===== src/include/cbr_pkg.sv =====
// Purpose: Shared constants and types for the bit-logic, stack and rotate execution unit.
// Assumes: One core clock, synchronous active-low reset.
// Notes:   Opcodes are the one-byte encodings of the operations this unit executes.
package cbr_pkg;

  // ************************************************************
  // Opcodes
  // ************************************************************
  localparam logic [7:0] OP_OR_DIR_ACC  = 8'h42;
  localparam logic [7:0] OP_OR_DIR_IMM  = 8'h43;
  localparam logic [7:0] OP_OR_C_BIT    = 8'h72;
  localparam logic [7:0] OP_OR_C_NBIT   = 8'ha0;
  localparam logic [7:0] OP_POP         = 8'hd0;
  localparam logic [7:0] OP_PUSH        = 8'hc0;
  localparam logic [7:0] OP_SUB_RET     = 8'h22;
  localparam logic [7:0] OP_INT_RET     = 8'h32;
  localparam logic [7:0] OP_ROT_L       = 8'h23;
  localparam logic [7:0] OP_ROT_LC      = 8'h33;
  localparam logic [7:0] OP_ROT_R       = 8'h03;
  localparam logic [7:0] OP_ROT_RC      = 8'h13;
  localparam logic [7:0] OP_SET_C       = 8'hd3;
  localparam logic [7:0] OP_SET_BIT     = 8'hd2;
  localparam logic [7:0] OP_SHORT_JUMP  = 8'h80;

  // ************************************************************
  // Addresses, reset values and arithmetic constants
  // ************************************************************
  localparam logic [7:0]  STACK_POINTER_ADDR = 8'h81;
  localparam logic [7:0]  BIT_AREA_BASE      = 8'h20;
  localparam logic [7:0]  SFR_BIT_LIMIT      = 8'h80;
  localparam logic [7:0]  SP_RESET           = 8'h07;
  localparam logic [7:0]  ACC_RESET          = 8'h00;
  localparam logic [15:0] PC_RESET           = 16'h0000;
  localparam logic [7:0]  SP_STEP            = 8'h01;
  localparam logic [15:0] PC_SHORT_ADVANCE   = 16'h0002;

  // ************************************************************
  // Types
  // ************************************************************
  typedef enum logic [1:0] {ST_IDLE, ST_EX1, ST_EX2} cbr_state_e;

  typedef struct packed {
    logic        start;
    logic [7:0]  opcode;
    logic [7:0]  arg1;
    logic [7:0]  arg2;
    logic [15:0] insn_pc;
  } cbr_req_s;

  typedef struct packed {
    logic       rd;
    logic       wr;
    logic       idata;
    logic       latch;
    logic [7:0] addr;
    logic [7:0] wdata;
  } cbr_mem_s;

  typedef struct packed {
    cbr_state_e  st;
    logic [7:0]  op;
    logic [7:0]  a1;
    logic [7:0]  a2;
    logic [7:0]  tmp;
    logic [7:0]  acc;
    logic        cy;
    logic [7:0]  sp;
    logic [15:0] pc;
    logic        hold;
    logic        rel;
  } cbr_core_s;

  localparam cbr_core_s CORE_RESET = '{st: ST_IDLE, op: 8'h00, a1: 8'h00, a2: 8'h00,
                                       tmp: 8'h00, acc: ACC_RESET, cy: 1'b0, sp: SP_RESET,
                                       pc: PC_RESET, hold: 1'b0, rel: 1'b0};

endpackage


===== src/core/cbr_alu.sv =====
// Purpose: Accumulator rotates and bit-address decoding for the execution unit.
// Assumes: Purely combinational; opcode selects the rotate.
// Notes:   Non-rotate opcodes pass accumulator and carry through unchanged.
`timescale 1ns/1ps
module cbr_alu (
  input  wire logic [7:0] op,
  input  wire logic [7:0] acc,
  input  wire logic       cy,
  input  wire logic [7:0] bit_addr,
  output logic      [7:0] acc_out,
  output logic            cy_out,
  output logic      [7:0] bit_byte,
  output logic      [7:0] bit_mask
);

  // ************************************************************
  // Rotates
  // ************************************************************
  always_comb
  begin
    acc_out = acc;
    cy_out  = cy;
    case (op)
      cbr_pkg::OP_ROT_L:  acc_out = {acc[6:0], acc[7]};                      // RULE10
      cbr_pkg::OP_ROT_LC:
      begin
        acc_out = {acc[6:0], cy};                                            // RULE11
        cy_out  = acc[7];                                                    // RULE11
      end
      cbr_pkg::OP_ROT_R:  acc_out = {acc[0], acc[7:1]};                      // RULE12
      cbr_pkg::OP_ROT_RC:
      begin
        acc_out = {cy, acc[7:1]};                                            // RULE13
        cy_out  = acc[0];                                                    // RULE13
      end
      default:
      begin
        acc_out = acc;
        cy_out  = cy;
      end
    endcase
  end

  // ************************************************************
  // Bit address to byte address and mask
  // ************************************************************
  always_comb
  begin
    if (bit_addr < cbr_pkg::SFR_BIT_LIMIT)
      bit_byte = cbr_pkg::BIT_AREA_BASE + {4'h0, bit_addr[6:3]};
    else
      bit_byte = {bit_addr[7:3], 3'h0};
    bit_mask = 8'h01 << bit_addr[2:0];
  end

endmodule // cbr_alu


===== src/core/cbr_exec.sv =====
// Purpose: Executes OR, bit-OR to carry, push, pop, returns, rotates, set-bit and short jump.
// Assumes: Memory read data is returned in the same cycle as the read strobe.
// Notes:   A read and a write to one address in one cycle form a read-modify-write.
`timescale 1ns/1ps

// Operation
// RULE1 - Bit-OR into carry sets carry when source bit is one; two cycles.
// RULE2 - Complemented form uses inverted bit; addressed bit stays unchanged.
// RULE3 - Pop reads stack byte, decrements pointer, writes direct byte; two cycles.
// RULE4 - Pop into the stack pointer leaves the popped value as pointer.
// RULE5 - Push increments pointer, then stores the direct byte there; two cycles.
// RULE6 - Subroutine return pops high then low PC byte, pointer minus two.
// RULE7 - Interrupt return restores PC and releases the serviced priority level.
// RULE8 - Interrupt return restores no status word or other register.
// RULE9 - After interrupt return one more instruction completes before pending service.
// RULE10 - Rotate left moves bit seven to bit zero, flags unchanged, one cycle.
// RULE11 - Rotate left through carry: bit seven to carry, carry to bit zero.
// RULE12 - Rotate right moves bit zero to bit seven, flags unchanged.
// RULE13 - Rotate right through carry: bit zero to carry, carry to bit seven.
// RULE14 - Set-bit forces carry or an addressed bit to one; carry form one cycle.
// RULE15 - Short jump adds signed displacement to PC plus two; two cycles.
// RULE16 - OR into a port reads the output latch, not the pins.
// RULE17 - Stack pointer steps wrap modulo 256 with no flag effects.
module cbr_exec (
  input  wire logic             clk,
  input  wire logic             rst_b,
  input  wire cbr_pkg::cbr_req_s req,
  input  wire logic             insn_retired,
  input  wire logic [7:0]       mem_rdata,
  output cbr_pkg::cbr_mem_s     mem,
  output logic                  ready,
  output logic                  done,
  output logic                  pc_load,
  output logic [15:0]           pc,
  output logic [7:0]            acc,
  output logic                  carry,
  output logic [7:0]            stack_pointer,
  output logic                  prio_release,
  output logic                  irq_hold
);

  cbr_pkg::cbr_core_s q;
  cbr_pkg::cbr_core_s d;
  logic [7:0]         rot_acc;
  logic               rot_cy;
  logic [7:0]         bit_byte;
  logic [7:0]         bit_mask;
  logic [7:0]         sp_inc;
  logic [7:0]         sp_dec;
  logic               src_bit;

  // ************************************************************
  // Rotate and bit decode unit
  // ************************************************************
  cbr_alu u_alu (
    .op       (q.op),
    .acc      (q.acc),
    .cy       (q.cy),
    .bit_addr (q.a1),
    .acc_out  (rot_acc),
    .cy_out   (rot_cy),
    .bit_byte (bit_byte),
    .bit_mask (bit_mask)
  );

  assign sp_inc  = q.sp + cbr_pkg::SP_STEP;                                  // RULE17
  assign sp_dec  = q.sp - cbr_pkg::SP_STEP;                                  // RULE17
  assign src_bit = |(q.tmp & bit_mask);

  // ************************************************************
  // Next-state logic
  // ************************************************************
  always_comb
  begin
    d       = q;
    d.rel   = 1'b0;
    mem     = '0;
    done    = 1'b0;
    pc_load = 1'b0;
    case (q.st)
      cbr_pkg::ST_IDLE:
      begin
        if (req.start)
        begin
          d.op = req.opcode;
          d.a1 = req.arg1;
          d.a2 = req.arg2;
          d.pc = req.insn_pc;
          d.st = cbr_pkg::ST_EX1;
        end
      end
      cbr_pkg::ST_EX1:
      begin
        d.st = cbr_pkg::ST_IDLE;
        done = 1'b1;
        case (q.op)
          cbr_pkg::OP_OR_DIR_ACC:
          begin
            mem.rd    = 1'b1;
            mem.wr    = 1'b1;
            mem.latch = 1'b1;                                                // RULE16
            mem.addr  = q.a1;
            mem.wdata = mem_rdata | q.acc;
          end
          cbr_pkg::OP_OR_C_BIT, cbr_pkg::OP_OR_C_NBIT:
          begin
            done     = 1'b0;
            mem.rd   = 1'b1;                                                 // RULE2
            mem.addr = bit_byte;
            d.tmp    = mem_rdata;
            d.st     = cbr_pkg::ST_EX2;
          end
          cbr_pkg::OP_POP:
          begin
            done      = 1'b0;
            mem.rd    = 1'b1;                                                // RULE3
            mem.idata = 1'b1;
            mem.addr  = q.sp;
            d.tmp     = mem_rdata;
            d.sp      = sp_dec;                                              // RULE3
            d.st      = cbr_pkg::ST_EX2;
          end
          cbr_pkg::OP_PUSH:
          begin
            done     = 1'b0;
            d.sp     = sp_inc;                                               // RULE5
            mem.rd   = 1'b1;
            mem.addr = q.a1;
            d.tmp    = mem_rdata;
            d.st     = cbr_pkg::ST_EX2;
          end
          cbr_pkg::OP_SUB_RET, cbr_pkg::OP_INT_RET:
          begin
            done       = 1'b0;
            mem.rd     = 1'b1;                                               // RULE6
            mem.idata  = 1'b1;
            mem.addr   = q.sp;
            d.pc[15:8] = mem_rdata;                                          // RULE6
            d.sp       = sp_dec;
            d.st       = cbr_pkg::ST_EX2;
          end
          cbr_pkg::OP_ROT_L, cbr_pkg::OP_ROT_LC, cbr_pkg::OP_ROT_R, cbr_pkg::OP_ROT_RC:
          begin
            d.acc = rot_acc;                                                 // RULE10
            d.cy  = rot_cy;                                                  // RULE11
          end
          cbr_pkg::OP_SET_C: d.cy = 1'b1;                                    // RULE14
          cbr_pkg::OP_SET_BIT:
          begin
            mem.rd    = 1'b1;                                                // RULE14
            mem.wr    = 1'b1;
            mem.latch = 1'b1;
            mem.addr  = bit_byte;
            mem.wdata = mem_rdata | bit_mask;
          end
          cbr_pkg::OP_OR_DIR_IMM, cbr_pkg::OP_SHORT_JUMP:
          begin
            done = 1'b0;
            d.st = cbr_pkg::ST_EX2;
          end
          default: d.st = cbr_pkg::ST_IDLE;
        endcase
      end
      cbr_pkg::ST_EX2:
      begin
        d.st = cbr_pkg::ST_IDLE;
        done = 1'b1;
        case (q.op)
          cbr_pkg::OP_OR_DIR_IMM:
          begin
            mem.rd    = 1'b1;
            mem.wr    = 1'b1;
            mem.latch = 1'b1;                                                // RULE16
            mem.addr  = q.a1;
            mem.wdata = mem_rdata | q.a2;
          end
          cbr_pkg::OP_OR_C_BIT:  d.cy = q.cy | src_bit;                      // RULE1
          cbr_pkg::OP_OR_C_NBIT: d.cy = q.cy | ~src_bit;                     // RULE2
          cbr_pkg::OP_POP:
          begin
            mem.wr    = 1'b1;                                                // RULE3
            mem.addr  = q.a1;
            mem.wdata = q.tmp;
            if (q.a1 == cbr_pkg::STACK_POINTER_ADDR)
              d.sp = q.tmp;                                                  // RULE4
          end
          cbr_pkg::OP_PUSH:
          begin
            mem.wr    = 1'b1;                                                // RULE5
            mem.idata = 1'b1;
            mem.addr  = q.sp;
            mem.wdata = q.tmp;
          end
          cbr_pkg::OP_SUB_RET, cbr_pkg::OP_INT_RET:
          begin
            mem.rd    = 1'b1;                                                // RULE6
            mem.idata = 1'b1;
            mem.addr  = q.sp;
            d.pc[7:0] = mem_rdata;
            d.sp      = sp_dec;                                              // RULE8
            pc_load   = 1'b1;
            d.rel     = (q.op == cbr_pkg::OP_INT_RET);                       // RULE7
          end
          cbr_pkg::OP_SHORT_JUMP:
          begin
            d.pc    = q.pc + cbr_pkg::PC_SHORT_ADVANCE + {{8{q.a2[7]}}, q.a2}; // RULE15
            pc_load = 1'b1;
          end
          default: d.st = cbr_pkg::ST_IDLE;
        endcase
      end
      default: d.st = cbr_pkg::ST_IDLE;
    endcase
    if (q.hold && ((done && q.op != cbr_pkg::OP_INT_RET) || insn_retired))
      d.hold = 1'b0;                                                         // RULE9
    if (done && q.op == cbr_pkg::OP_INT_RET)
      d.hold = 1'b1;                                                         // RULE9
  end

  // ************************************************************
  // State register
  // ************************************************************
  always_ff @(posedge clk)
  begin
    if (!rst_b)
      q <= cbr_pkg::CORE_RESET;
    else
      q <= d;
  end

  assign ready         = (q.st == cbr_pkg::ST_IDLE);
  assign pc            = q.pc;
  assign acc           = q.acc;
  assign carry         = q.cy;
  assign stack_pointer = q.sp;
  assign prio_release  = q.rel;
  assign irq_hold      = q.hold;
endmodule // cbr_exec


===== config.mk =====
export PLATFORM = sky130hd
export DESIGN_NAME = cbr_exec
export DESIGN_NICKNAME = d
export VERILOG_FILES = /design/src/include/cbr_pkg.sv /design/src/core/cbr_alu.sv /design/src/core/cbr_exec.sv
export SDC_FILE = /design/constraint.sdc
export NUM_CORES = 1
export LEC_CHECK = 0
export ABC_CLOCK_PERIOD_IN_PS = 3090
export BUFFER_PORTS_ARGS = -buffer_cell sky130_fd_sc_hd__buf_2
export CAP_MARGIN = 20
export CORE_MARGIN = 2
export CORE_UTILIZATION = 40
export CTS_BUF_LIST = sky130_fd_sc_hd__clkbuf_8
export DETAILED_ROUTE_END_ITERATION = 7
export MAX_ROUTING_LAYER = met4
export SYNTH_ARGS = -nofsm -noshare
export SYNTH_HDL_FRONTEND = slang
export SYNTH_SLANG_ARGS = --single-unit

===== constraint.sdc =====
create_clock -name clk -period 3.09 [get_ports clk]
set_input_delay 0.4635 -clock clk [delete_from_list [all_inputs] [get_ports clk]]
set_output_delay 0.4635 -clock clk [all_outputs]
set_load 0.02 [all_outputs]

# --- After elaboration in Yosys (flattened, before gate mapping) ---
# Cells that the tools add are included.
totals:
  input_bits: 52
  ff_bits: 69
  out_inout_bits: 58
classes:
  bitwise: 7
  add_sub_neg: 5
  eq_ne: 29
  muxes: 36
  n_reduce_logical: 34
  shift: 1
  order_cmp: 1
op_table:
  columns: ["cell", "n"]
  rows:
  - ["$pmux W8 S2", 7]
  - ["$eq A8 B8 Y1 const B", 7]
  - ["$pmux W8 S3", 2]
  - ["$pmux W20 S2", 1]
  - ["$eq A8 B6 Y1 const B", 4]
  - ["$mux W8", 4]
  - ["$pmux W8 S4", 1]
  - ["$mux W26", 1]
  - ["$eq A8 B7 Y1 const B", 3]
  - ["$or A8 B8 Y8", 3]
  - ["$reduce_or A8 Y1", 3]
  - ["$pmux W9 S2", 1]
  - ["$reduce_or A3 Y1", 6]
  - ["$add A16 B16 Y16", 1]
  - ["$add A16 B2 Y16 const B", 1]
  - ["$mux W16", 1]
  - ["$mux W1", 12]
  - ["$ne A3 B1 Y1 const B", 4]
  - ["$reduce_and A4 Y1", 3]
  - ["$reduce_or A2 Y1", 5]
  - ["$reduce_and A3 Y1", 3]
  - ["$add A8 B1 Y8 const B", 1]
  - ["$and A8 B8 Y8", 1]
  - ["$eq A8 B2 Y1 const B", 1]
  - ["26 further kinds", 37]

# --- Logic depth before layout (Yosys ltp) ---
depth:
  word_depth: 9
  ltp_mapped: 11
  ltp_nobuf: 11

# --- Cells and area by module ---
# From an unflattened synthesis, not the netlist that was laid out.
hier_totals:
  cells_unflattened: 767
  area_unflattened_um2: 5913.2
by_module_without_submodules:
  columns: ["mod", "instances", "area_per_inst_um2", "cells_each"]
  rows:
  - ["cbr_exec", 1, 5536.6, 716]
  - ["cbr_alu", 1, 376.6, 51]

# --- Least setup slack after synthesis ---
# Ideal clock, no wire load.
synth_timing:
  path_type: "reg-to-output"
  start: "reg q[67] in the netlist's numbering"
  end: "out mem[11] in the netlist's numbering"
  setup_slack_ns: 0.406
  t_required_ns: 2.626
  t_arrival_ns: 2.220
  stages_incl_launch_ff: 7
  n_path_buf: 1
  path_cell_list: "dfxtp_1 -> inv_1 -> ha_1 -> clkbuf_1 -> nand2_1 -> or3_1 -> o41ai_1"
synth_lines:
  columns: ["item", "line", "source"]
  rows:
  - ["from (decl)", "cbr_exec.sv:42", "cbr_pkg::cbr_core_s q;"]
  - ["from (signal assigned)", "cbr_exec.sv:226", "q <= cbr_pkg::CORE_RESET;"]
  - ["to (decl)", "cbr_exec.sv:30", "output cbr_pkg::cbr_mem_s mem,"]

==> flow_metrics.env <==
export IMPL_status="finished, final reports clean"
export IMPL_rsz_0062_raised_after_global_routing="false"
export IMPL_timing_final_setup_violations=0
export IMPL_timing_slew_headroom_pct=42.3
export IMPL_cts_max_path_buffers=2
export IMPL_post_synth_num_cell_types=85
export IMPL_clock_insertion_delay_worst_skew_ns=0.38
export IMPL_synthFlopType="dfxtp_1"
export IMPL_worst_setup_path_startpoint="q[63]"
export IMPL_grt_first_pass_wirelength_um=29600
export IMPL_worstPathMaxFanout=9
export IMPL_drt_antenna_violating_nets=0
export IMPL_netlist_instances=754
export IMPL_instances_no_fill=993
export IMPL_cp_required_ns=2.63
export IMPL_m1WireLength_um=8880
export IMPL_antenna_cells_inserted=0
export IMPL_leakage_power_figure_uw=0.00268
export IMPL_buffer_ports_inserted=109
export IMPL_seq_area_frac_synth_pct=24.0
export IMPL_synthToLayoutAreaGrowth_pct=11.3
export IMPL_pre_cts_setup_slack_ns=0.289
export IMPL_grt_antenna_before_repair=0
export IMPL_synth_compound_area_share_pct=26.9
export IMPL_cts_clk_slew_worst_paths_ns=0.09
export IMPL_timing_final_ws_setup_ns=0.136
export IMPL_r2r_worst_path_cells=11
export IMPL_vias_in_the_first_global_route=5404
export IMPL_clock_tree_from_tritoncts="done"
export IMPL_stdcell_area_um2=6410
export IMPL_fin_crit_sh_pct=95.6
export IMPL_worst_slew_pin_transition_ns=0.863
export IMPL_wl_per_cell_um=19.3
export IMPL_worstSetupStartpointType="flip-flop"
export IMPL_route_vias_total=5947
export IMPL_setup_tns_ns=0
export IMPL_cellPowerDensity_nw_per_um2=367
export IMPL_cp_arrival_ns=2.49
export IMPL_grt_util_all_layers_pct=26.1
export IMPL_fin_worst_skew_ns=0.0126
export IMPL_async_sr_flop_fraction_pct=0
export IMPL_yosysWarningCount=0
export IMPL_sum_of_net_half_perimeters_after_detailed_placement_um=14300
export IMPL_initial_utilization_pct=41.1
export IMPL_wl_um=19200
export IMPL_yosys_area_share_xor_xnor_pct=3.04
export IMPL_dp_cells=975
export IMPL_netlist_area_um2=5760
export IMPL_critical_register_to_register_path_startpoint="q[44]"
export IMPL_postPlaceCellArea_um2=6180
export IMPL_muxShareOfSynthArea_pct=5.20
export IMPL_end_kind="output pin"
export IMPL_post_route_min_period_ns=2.95
export IMPL_grt_start_max_net_pins=46
export IMPL_timing_hold_worst_class="input port to flip-flop"
export IMPL_layout_drive_gt1_share_pct=22.0
export IMPL_design_portCount=110
export IMPL_layout_filler_cells=1449
export IMPL_total_length_of_routed_met3_wires_um=1230
export IMPL_cts_htree_levels=3
export IMPL_hold_buffers=0
export IMPL_die_width_um=124
export IMPL_r2r_setup_slack_ns=0.22
export IMPL_main_combinational_cell_family_by_area_after_synthesis="compound AO/OA/AOI/OAI gates"
export IMPL_synth_ff_latch_count=69
export IMPL_synth_simple_area_share_pct=23.3
export IMPL_floorplan_rows=43
export IMPL_crit_type="flip-flop to output pin"
export IMPL_dr_pass1_iters=5
export IMPL_numClockSinks=69
export IMPL_finish_net_count=896
export IMPL_core_region_area_um2=14000
export IMPL_die_height_um=124
export IMPL_synthAdderAreaFrac_pct=7.96
export IMPL_gpl_final_weighted_congestion=0.962
export IMPL_finalMaxSlewViolations=0
export IMPL_irDropWorstVdd_mv=0.186
export IMPL_endpoint_of_the_worst_setup_timing_path="mem[12]"
export IMPL_hold_fails_final_rpt=0
export IMPL_detailroute_wirelength_met2_um=8450
export IMPL_die_area_um2=15400
export IMPL_avgViaCountPerCell=5.99
export IMPL_drc=0
export IMPL_postSynthAreaPerCell_um2=7.63
export IMPL_synth_enable_flop_cells=0
export IMPL_mappedNetlistNets=842
export IMPL_worst_r2r_endpoint="pc[13]"
export IMPL_globalRouteOverflowTotal=0
export IMPL_cts_root_buf="clkbuf_8"
export IMPL_highest_layer_used_for_signal_routing="met4"
export IMPL_cts_buffers_inserted=9
export IMPL_maxCapViolations=0
export IMPL_drt_first_iter_violations=541
export IMPL_fmax_mhz=338
report_power, final:
group	switching, uW	internal, uW
combinational	373	243
clock	402	310
sequential	85.4	940
worst min path at each step:
stage / endpoint / start / cells past startpoint
floorplan: q[44] / q[44] / 2
global placement: pc[1] / pc[1] / 2
detailed placement: pc[1] / pc[1] / 2
CTS: q[66] / req[39] / 3
global route: q[66] / req[39] / 3
finish: q[66] / req[39] / 3
kinds of logic (layout without fill, tap and decap cells):
logic type               count (synthesis)  after routing
buffers and inverters                  102            161
adder cells (fa/ha/maj)                 36             36
AO/OA/AOI/OAI                          224            224
flip-flops                              69             69
AND/OR/NAND/NOR                        276            276
multiplexers                            27             27
XOR/XNOR                                20             20
synth_stat cells (all sizes together), types with 5 or more instances:
master	n	area (um2)
xor2	10	87.6
nand2	118	450
a22oi	13	97.6
nor2	56	213
a31oi	8	50.1
o21a	8	60.1
a21oi	74	378
a221oi	6	52.6
and3	8	50.1
clkbuf	37	139
o32ai	6	52.6
xnor2	10	87.6
nor2b	9	63.8
nand3	22	110
o31ai	7	52.6
dfxtp	69	1380
ha	35	438
o21ai	29	145
mux2i	22	220
a211oi	13	108
and2	7	43.8
o211ai	9	67.6
a21o	5	37.5
nor3	16	96.4
buf	52	365
inv	12	45.0
nand4	6	37.5
cells in the final DEF (no fill, tap or decap), types with 12 or more instances in the layout:
master	instances
nand2_1	117
buf_2	109
a21oi_1	72
dfxtp_1	64
nor2_1	54
ha_1	35
o21ai_0	28
buf_4	23
nand3_1	22
mux2i_1	22
nor3_1	14
a22oi_1	13
inv_1	12
layer usage:
metal	vias up	global-route usage, %
met1	2836	36.6
met4	0	9.83
li1	2837	-
met3	39	4.26
met5	-	-
met2	235	37.7
state kept, by name (all words and copies together) (netlist names):
register	flops
acc	8
irq_hold	1
q	34
carry	1
stack_pointer	8
prio_release	1
pc	16
worst max-delay path, cell delays in order, from the launching register on:
cell	delay [ns]
dfxtp_2	0.38
buf_4	0.17
nor3b_4	0.32
nand3_1	0.20
a21oi_1	0.26
and2_1	0.25
o21bai_1	0.17
a22o_1	0.18
buf_2	0.17
layout make-up:
| type | instances | area (um2) | area share (%) |
|---|---|---|---|
| Timing Repair Buffer | 132 | 718 | 11.2 |
| Multi-Input combinational cell | 583 | 3850 | 60.1 |
| Inverter | 13 | 48.8 | 0.761 |
| Clock buffer | 10 | 138 | 2.15 |
| Clock inverter | 6 | 38.8 | 0.605 |
| Tap cell | 180 | 225 | 3.51 |
| Sequential cell | 69 | 1390 | 21.7 |
what timing repair did:
action                                  in CTS  in global routing
pin swaps                                    0                  1
setup buffers                                0                  2
gates resized for setup                      1                 11
endpoints found under the setup margin       2                 16
endpoints found under the hold margin        0                  0
metrics by stage:
step	hold slack, ns	util [%]	power (uW)
2_1_floorplan	0.449	-	1480
3_3_place_gp	0.459	44.2	1640
3_5_place_dp	0.463	44.2	1650
4_1_cts	0.294	45.5	2360
5_1_grt	0.303	45.8	2480
6_report	0.299	45.8	2350
Note: power is estimated with default switching activity, not from simulation.
